## src/rtl/dgs_pkg.sv

```systemverilog
// package: generic status byte layout, apb offsets, reset values
package dgs_pkg;
    // reply byte positions of the three status bytes
    localparam logic [7:0] REQ_BYTE_POS  = 8'h04;
    localparam logic [7:0] MODE_BYTE_POS = 8'h05;
    localparam logic [7:0] ERR_BYTE_POS  = 8'h06;
    // apb byte addresses
    localparam logic [7:0] OFF_CTRL   = 8'h00;
    localparam logic [7:0] OFF_STATUS = 8'h04;
    localparam logic [7:0] OFF_ERRSET = 8'h08;
    localparam logic [7:0] OFF_ERRCLR = 8'h0c;
    // ctrl register fields
    localparam int CTRL_ALIGN     = 0;
    localparam int CTRL_DIAGLOAD  = 1;
    localparam int CTRL_LOGWAIT   = 2;
    localparam int CTRL_SHUTOFF   = 3;
    localparam int CTRL_FMT       = 4;
    localparam int CTRL_DIAGCYL   = 5;
    localparam int CTRL_LOGINH_LO = 6;
    localparam int CTRL_LOGINH_HI = 7;
    // error byte bit positions
    localparam int ERR_UNIT  = 7;
    localparam int ERR_XMIT  = 6;
    localparam int ERR_PROTO = 5;
    localparam int ERR_INIT  = 4;
    localparam int ERR_WPROT = 3;
    localparam logic [7:0]  ERR_MASK       = 8'hf8;
    localparam logic [1:0]  LOG_INHIBIT_ON = 2'h2;
    localparam logic [7:0]  CTRL_RST       = 8'h00;
    localparam logic [7:0]  ERR_RST        = 8'h00;
    localparam logic [31:0] RDATA_RST      = 32'h0000_0000;
endpackage : dgs_pkg

```

## src/rtl/dgs_status.sv

```systemverilog
// generic status byte assembly with apb control and error flags
// Overview of operation
// [RQ1] status goes in status and failed replies
// [RQ2] request byte 4, mode 5, error 6
// [RQ3] offline bit zero when unit available
// [RQ4] align_ask set while readjustment requested
// [RQ5] diag_load_ask set while diagnostics requested
// [RQ6] spindle_up only when storage ready
// [RQ7] log_info_waiting when extended area loggable
// [RQ8] link_b_path zero port A, one B
// [RQ9] port_swtch_in when port switch enabled
// [RQ10] spin_switch_in when run switch in
// [RQ11] log_inhibit_pair 10 disables internal logging
// [RQ12] wprot_switch reflects write protect switch
// [RQ13] shut off flag lights fault indicator
// [RQ14] fmt_allow when formatting enabled
// [RQ15] diag_cyl_allow when diagnostic cylinders enabled
// [RQ16] alt_sector_size always zero, 512 bytes
// [RQ17] unit fault flag lights fault indicator
// [RQ18] transmission fault, no fault indicator
// [RQ19] protocol fault, no fault indicator
// [RQ20] init fail flag lights fault indicator
// [RQ21] write protect violation lights fault indicator
// [RQ22] controller may log without any flag
// [RQ23] msb first, unassigned bits zero
`timescale 1ns/1ps
`default_nettype none
module dgs_status (
    input  wire logic        pclk,
    input  wire logic        presetn,
    input  wire logic        psel,
    input  wire logic        penable,
    input  wire logic        pwrite,
    input  wire logic [7:0]  paddr,
    input  wire logic [31:0] pwdata,
    output logic      [31:0] prdata,
    output logic             pready,
    output logic             pslverr,
    input  wire logic        unit_online_pin,
    input  wire logic        spindle_ready_pin,
    input  wire logic        link_b_pin,
    input  wire logic        port_sw_pin,
    input  wire logic        run_sw_pin,
    input  wire logic        wprot_sw_pin,
    input  wire logic        unit_fault_evt,
    input  wire logic        link_xmit_evt,
    input  wire logic        cmd_protocol_evt,
    input  wire logic        init_fail_evt,
    input  wire logic        write_cmd_evt,
    input  wire logic        status_req,
    input  wire logic        l2_failed,
    output logic      [7:0]  reply_pos,
    output logic      [7:0]  reply_byte,
    output logic             reply_valid,
    output logic             fault_led,
    output logic             int_log_enable
);
    typedef enum logic [1:0] {
        DGS_IDLE = 2'b00,
        DGS_REQ  = 2'b01,
        DGS_MODE = 2'b11,
        DGS_ERR  = 2'b10
    } dgs_state_e;

    typedef struct packed {
        logic [5:0]  sync1;
        logic [5:0]  sync2;
        logic [7:0]  ctrl;
        logic [7:0]  err;
        dgs_state_e  st;
        logic [7:0]  pos;
        logic [7:0]  byte_out;
        logic        valid;
        logic [31:0] rdata;
    } dgs_state_s;

    dgs_state_s s_q;
    dgs_state_s s_d;

    logic [7:0] req_byte;
    logic [7:0] mode_byte;
    logic       online;
    logic       spin_rdy;
    logic       port_b;
    logic       port_sw;
    logic       run_sw;
    logic       wp_sw;
    logic       acc;
    logic       wp_viol;

    function automatic logic [31:0] zext8(input logic [7:0] v);
        zext8 = {24'h00_0000, v};
    endfunction : zext8

    // pin levels read only from the second synchroniser stage
    assign online   = s_q.sync2[0];
    assign spin_rdy = s_q.sync2[1];
    assign port_b   = s_q.sync2[2];
    assign port_sw  = s_q.sync2[3];
    assign run_sw   = s_q.sync2[4];
    assign wp_sw    = s_q.sync2[5];

    always_comb
    begin
        req_byte = {~online,                          // RQ3
                    s_q.ctrl[dgs_pkg::CTRL_ALIGN],    // RQ4
                    s_q.ctrl[dgs_pkg::CTRL_DIAGLOAD], // RQ5
                    spin_rdy,                         // RQ6
                    s_q.ctrl[dgs_pkg::CTRL_LOGWAIT],  // RQ7
                    port_b,                           // RQ8
                    port_sw,                          // RQ9
                    run_sw};                          // RQ10
        mode_byte = {s_q.ctrl[dgs_pkg::CTRL_LOGINH_HI],
                     s_q.ctrl[dgs_pkg::CTRL_LOGINH_LO], // RQ11
                     1'b0,                              // RQ23
                     wp_sw,                             // RQ12
                     s_q.ctrl[dgs_pkg::CTRL_SHUTOFF],   // RQ13
                     s_q.ctrl[dgs_pkg::CTRL_FMT],       // RQ14
                     s_q.ctrl[dgs_pkg::CTRL_DIAGCYL],   // RQ15
                     1'b0};                             // RQ16
    end

    assign acc     = psel & penable;
    assign pready  = 1'b1;
    assign pslverr = 1'b0;
    assign prdata  = s_q.rdata;
    // write or format while protected
    assign wp_viol = write_cmd_evt & wp_sw; // RQ21

    always_comb
    begin
        s_d       = s_q;
        s_d.sync1 = {wprot_sw_pin, run_sw_pin, port_sw_pin, link_b_pin, spindle_ready_pin, unit_online_pin};
        s_d.sync2 = s_q.sync1;
        if (acc && pwrite)
        begin
            case (paddr)
                dgs_pkg::OFF_CTRL:   s_d.ctrl = pwdata[7:0];
                dgs_pkg::OFF_ERRSET: s_d.err  = s_q.err | (pwdata[7:0] & dgs_pkg::ERR_MASK);
                dgs_pkg::OFF_ERRCLR: s_d.err  = s_q.err & ~pwdata[7:0];
                default:             s_d.err  = s_q.err;
            endcase
        end
        // hardware set beats software clear
        if (unit_fault_evt)   s_d.err[dgs_pkg::ERR_UNIT]  = 1'b1; // RQ17
        if (link_xmit_evt)    s_d.err[dgs_pkg::ERR_XMIT]  = 1'b1; // RQ18
        if (cmd_protocol_evt) s_d.err[dgs_pkg::ERR_PROTO] = 1'b1; // RQ19
        if (init_fail_evt)    s_d.err[dgs_pkg::ERR_INIT]  = 1'b1; // RQ20
        if (wp_viol)          s_d.err[dgs_pkg::ERR_WPROT] = 1'b1; // RQ21
        s_d.err = s_d.err & dgs_pkg::ERR_MASK; // RQ23
        s_d.rdata = dgs_pkg::RDATA_RST;
        if (psel && !penable && !pwrite)
        begin
            case (paddr)
                dgs_pkg::OFF_CTRL:   s_d.rdata = zext8(s_q.ctrl);
                dgs_pkg::OFF_STATUS: s_d.rdata = {8'h00, s_q.err, mode_byte, req_byte};
                dgs_pkg::OFF_ERRSET: s_d.rdata = zext8(s_q.err);
                default:             s_d.rdata = dgs_pkg::RDATA_RST;
            endcase
        end
        // byte stream, one byte a cycle, each byte taken from live state one cycle before it shows on reply_byte
        s_d.valid = 1'b0;
        case (s_q.st)
            DGS_IDLE:
            begin
                if (status_req || l2_failed) // RQ1
                begin
                    s_d.st       = DGS_REQ;
                    s_d.pos      = dgs_pkg::REQ_BYTE_POS; // RQ2
                    s_d.byte_out = req_byte;
                    s_d.valid    = 1'b1;
                end
            end
            DGS_REQ:
            begin
                s_d.st       = DGS_MODE;
                s_d.pos      = dgs_pkg::MODE_BYTE_POS; // RQ2
                s_d.byte_out = mode_byte;
                s_d.valid    = 1'b1;
            end
            DGS_MODE:
            begin
                s_d.st       = DGS_ERR;
                s_d.pos      = dgs_pkg::ERR_BYTE_POS; // RQ2
                s_d.byte_out = s_q.err;
                s_d.valid    = 1'b1;
            end
            DGS_ERR:
            begin
                s_d.st = DGS_IDLE;
            end
            default:
            begin
                s_d.st = DGS_IDLE;
            end
        endcase
    end

    always_ff @(posedge pclk or negedge presetn)
    begin
        if (!presetn)
        begin
            s_q.sync1    <= 6'h00;
            s_q.sync2    <= 6'h00;
            s_q.ctrl     <= dgs_pkg::CTRL_RST;
            s_q.err      <= dgs_pkg::ERR_RST;
            s_q.st       <= DGS_IDLE;
            s_q.pos      <= 8'h00;
            s_q.byte_out <= 8'h00;
            s_q.valid    <= 1'b0;
            s_q.rdata    <= dgs_pkg::RDATA_RST;
        end
        else
        begin
            s_q <= s_d;
        end
    end

    assign reply_pos   = s_q.pos;
    assign reply_byte  = s_q.byte_out;
    assign reply_valid = s_q.valid;
    // transmission and protocol faults keep the light off
    assign fault_led = s_q.ctrl[dgs_pkg::CTRL_SHUTOFF] | s_q.err[dgs_pkg::ERR_UNIT]
                     | s_q.err[dgs_pkg::ERR_INIT] | s_q.err[dgs_pkg::ERR_WPROT]; // RQ13 RQ17 RQ20 RQ21
    assign int_log_enable = ({s_q.ctrl[dgs_pkg::CTRL_LOGINH_HI], s_q.ctrl[dgs_pkg::CTRL_LOGINH_LO]}
                             != dgs_pkg::LOG_INHIBIT_ON); // RQ11
endmodule : dgs_status
`default_nettype wire

```

## config.mk

```make
export PLATFORM = sky130hd
export DESIGN_NAME = dgs_status
export DESIGN_NICKNAME = d
export VERILOG_FILES = /design/src/rtl/dgs_pkg.sv /design/src/rtl/dgs_status.sv
export SDC_FILE = /design/constraint.sdc
export NUM_CORES = 1
export LEC_CHECK = 0
export ABC_AREA = 1
export BUFFER_PORTS_ARGS = -buffer_cell sky130_fd_sc_hd__buf_2
export CORE_MARGIN = 10
export CORE_UTILIZATION = 44
export DETAILED_ROUTE_END_ITERATION = 6
export GPL_TIMING_DRIVEN = 0
export PLACE_DENSITY_LB_ADDON = 0.05
export SLEW_MARGIN = 25
export SYNTH_ARGS = -nofsm -noshare
export SYNTH_HDL_FRONTEND = slang
export SYNTH_SLANG_ARGS = --single-unit
```

## constraint.sdc

```tcl
create_clock -name pclk -period 1.4 [get_ports pclk]
set_clock_uncertainty 0.2 [all_clocks]
set_input_delay 0.07 -clock pclk [delete_from_list [all_inputs] [get_ports pclk]]
set_output_delay 0.07 -clock pclk [all_outputs]
set_load 0.01 [all_outputs]
```

==> summary.md <==
| Metric | Value |
|---|---|
| Core ar. | `6350 um^2` |
| Avg Cell Area, Syn | `8.63 um^2` |
| Ratio of cells with drive above 1 in the final layout | `37.2%` |
| Worst Tran Pin Value | `743 ps` |
| CP endpoint kind | `flip-flop` |
| Final Hold Viols | `1` |
| Fmax | `just over 700 MHz` |
| Post-Syn Instances | `333` |
| Die X | `101 um` |
| Grt ovf | `0` |
| R2R setup slack | `40 ps` |
| DR WL/cell | `between 10 and 15 um` |
| Final Cycle Share | `98.1%` |
| Clock tree buffer depth | `2` |
| Outcome | `finished, violations left` |
| Maxcap violations | `0` |
| Largest net degree at the start of global routing | `59` |
| Die height | `101 um` |
| Global-route wire length before repair | `12000 um` |
| RR Endpoint | `reply_byte[0]` |
| Critical Path AT | `1410 ps` |
| Post-DP HPWL | `5120 um` |
| Ports | `111` |
| Reg2Reg Launch Point | `s_q[49]` |
| Port Buffers | `between 60 and 70` |
| CTS sink cnt | `58` |
| Final min period | `1370 ps` |
| Share of the synthesized area in the top cell type | `approximately half` |
| Final Max Tran Viols | `0` |
| Vias per Instance | `around 4.5` |
| Root Buffer | `clkbuf_8` |
| Distinct cells, synth | `27` |
| Post-synthesis instance area | `about 2900 um^2` |
| Worst skew pair latency | `340 ps` |
| RSZ-0062 raised after global routing | `yes` |
| Yosys warning count | `0` |
| CTS Buf Count | `9` |
| Sequential share of the synthesized area | `50.5%` |
| P_leak | `0.00224 uW` |
| Failing checks | `hold timing` |
| 1st-iter DRT viols | `94` |
| Hold Crit Start | `penable` |
| Final setup fails | `0` |
| Row cnt | `29` |
| Routability cong. | `around 0.8` |
| Crit path kind | `input port to flip-flop` |
| Initial antenna violation count | `0` |
| Hold Crit Depth | `4` |
| Max VDD drop | `about 0.0012 V` |
| Die ar. | `slightly above 10000 um^2` |
| Area grow syn2layout | `39.0%` |
| Yosys top cell by area | `dfrtp_1` |
| Worst Setup SP | `l2_failed` |
| Total Wirelength | `7230 um` |
| # fillers | `around 560` |
| Rel. slew slack | `50.4%` |
| TritonCTS clock tree | `done` |
| # DRC | `0` |
| NumNets Final | `524` |
| Hold Path Sink | `prdata[19]` |
| Synth Register Bits | `58` |
| Critical path fanouts, max | `9` |
| Initial Utilization | `45.3%` |
| Pwr Density | `1360 nW/um^2` |
| Clock transition at the registers of the reported paths | `70 ps` |
| WHS | `-2.53 ps` |
| Worst min path class | `input port to flip-flop` |
| Hold-fix buffers, CTS | `27` |
| # diodes | `0` |
| Vias in the first global route | `2501` |
| Top post-synthesis cells by area | `dfrtp_1 50%, buf_4 14%, nand2_1 12%` |
| Via count | `2450` |
| R2R cell count | `6` |
| Pwr Total | `5440 uW` |
| Crit path required time | `1430 ps` |
| DR pass1 iterations | `4` |
| Gr usage total | `15.1%` |
| H-tree depth | `3` |
| Startpoint Class | `input port` |
| Antenna viol nets, final | `0` |
## metrics by stage
stage / std cells / util (%) / TNS [ps] / cell area (um^2) / worst slack [ps]
floorplan: 351 / - / 0 / 2940 / 48.9
global placement: 494 / 53.1 / -4010 / 3370 / -88.5
detailed placement: 494 / 53.1 / -809 / 3370 / -113
CTS: 546 / 62.4 / 0 / 3970 / 4.53
global route: 548 / 62.9 / -91.6 / 4000 / -39.4
finish: 548 / 62.9 / 0 / 4000 / 26.2
## Yosys cell counts
| master | number |
|---|---|
| nand2_1 | 93 |
| dfrtp_1 | 58 |
| buf_4 | 53 |
| inv_1 | 37 |
| nand3_1 | 37 |
| nor2_1 | 7 |
| nor3_1 | 6 |
| o21ai_1 | 5 |
| o2111ai_1 | 4 |
| a21oi_1 | 3 |
| inv_2 | 3 |
| nand2_2 | 3 |
| nand4_1 | 3 |
| nor2_4 | 3 |
| buf_2 | 2 |
| conb_1 | 2 |
| nor2_2 | 2 |
| nor3_2 | 2 |
| o211ai_1 | 2 |
| a22o_1 | 1 |
| a22oi_1 | 1 |
| clkbuf_1 | 1 |
| clkinv_1 | 1 |
| nand3b_1 | 1 |
| nor2_8 | 1 |
| nor3_4 | 1 |
| or2_1 | 1 |
## cells by family after synthesis
logic type	share of synthesized area [%]
buffers and inverters	19.7
other	0.261
AND/OR/NAND/NOR	25.9
AO/OA/AOI/OAI	3.70
flip-flops	50.5
## cells in the final DEF (no fill, tap or decap), types with 2 or more instances in the layout
cell	instances
clkbuf_1	2
dlygate4sd3_1	26
conb_1	20
nand2_2	3
nor3_2	2
buf_4	66
a21oi_1	3
clkbuf_8	11
dfrtp_1	55
nor2_2	2
nand3_1	37
buf_2	66
nand4_1	3
dfrtp_2	3
nor3_1	6
o211ai_1	2
o2111ai_1	3
o21ai_1	5
nor2_1	7
bufinv_16	3
inv_2	10
inv_1	30
nand2_1	93
nor2_4	3
## report_power, final
part / switching [uW] / internal, uW / total (uW)
combinational: 738 / 709 / 1450
clock: 656 / 1280 / 1940
sequential: 146 / 1910 / 2050
## cell type report
class                   count  area, um^2  share of cell area, %
clock inverters             4        97.6                   2.44
plain buffers              56         412                   10.3
inverters                  41         154                   3.85
clock buffers              12         155                   3.88
multi-input cells         196         937                   23.5
flip-flops and latches     58        1460                   36.4
well taps                  77        96.3                   2.41
repair buffers            104         689                   17.3
## critical path: stages
cell and delay [ps]:
dlygate4sd3_1 560, buf_6 140, nor2_8 100, nor2_4 50
nor2_4 230, inv_2 60, or2_1 200
## how the worst max path moves through the flow
stage / cells after the start / slack, ps / endpoint
CTS: 6 / 5 / reply_byte[0]
global placement: 6 / -90 / reply_pos[2]
finish: 7 / 30 / reply_pos[2]
global route: 7 / -40 / reply_pos[2]
detailed placement: 6 / -110 / reply_pos[2]
floorplan: 6 / 50 / reply_pos[2]
## registers in the layout, indices dropped and copies added, names as in the netlist
name / flops
mode_byte: 6
req_byte: 5
reply_byte: 8
prdata: 19
reply_valid: 1
online: 1
s_q: 7
reply_pos: 3
port_sw: 1
port_b: 1
s_d: 6
## timing repair
item / CTS / global route
cloned: 0 / 0
endpoints found under the hold margin: 87 / 1
resized for setup: 4 / 10
endpoints found under the setup margin: 12 / 11
buffers inserted: 9 / 3
pin swaps: 2 / 4
## per-layer routing
metal / track usage (%) / wire [um] / vias up / part of all wire [%]
met5: 0 / 0 / - / 0
met4: 6.52 / 115 / 0 / 1.6
met3: 4.53 / 564 / 12 / 7.8
met2: 25.0 / 3580 / 89 / 50
met1: 17.6 / 2970 / 1105 / 41
li1: - / - / 1244 / -
No activity file was read; power rests on OpenSTA's default activity.
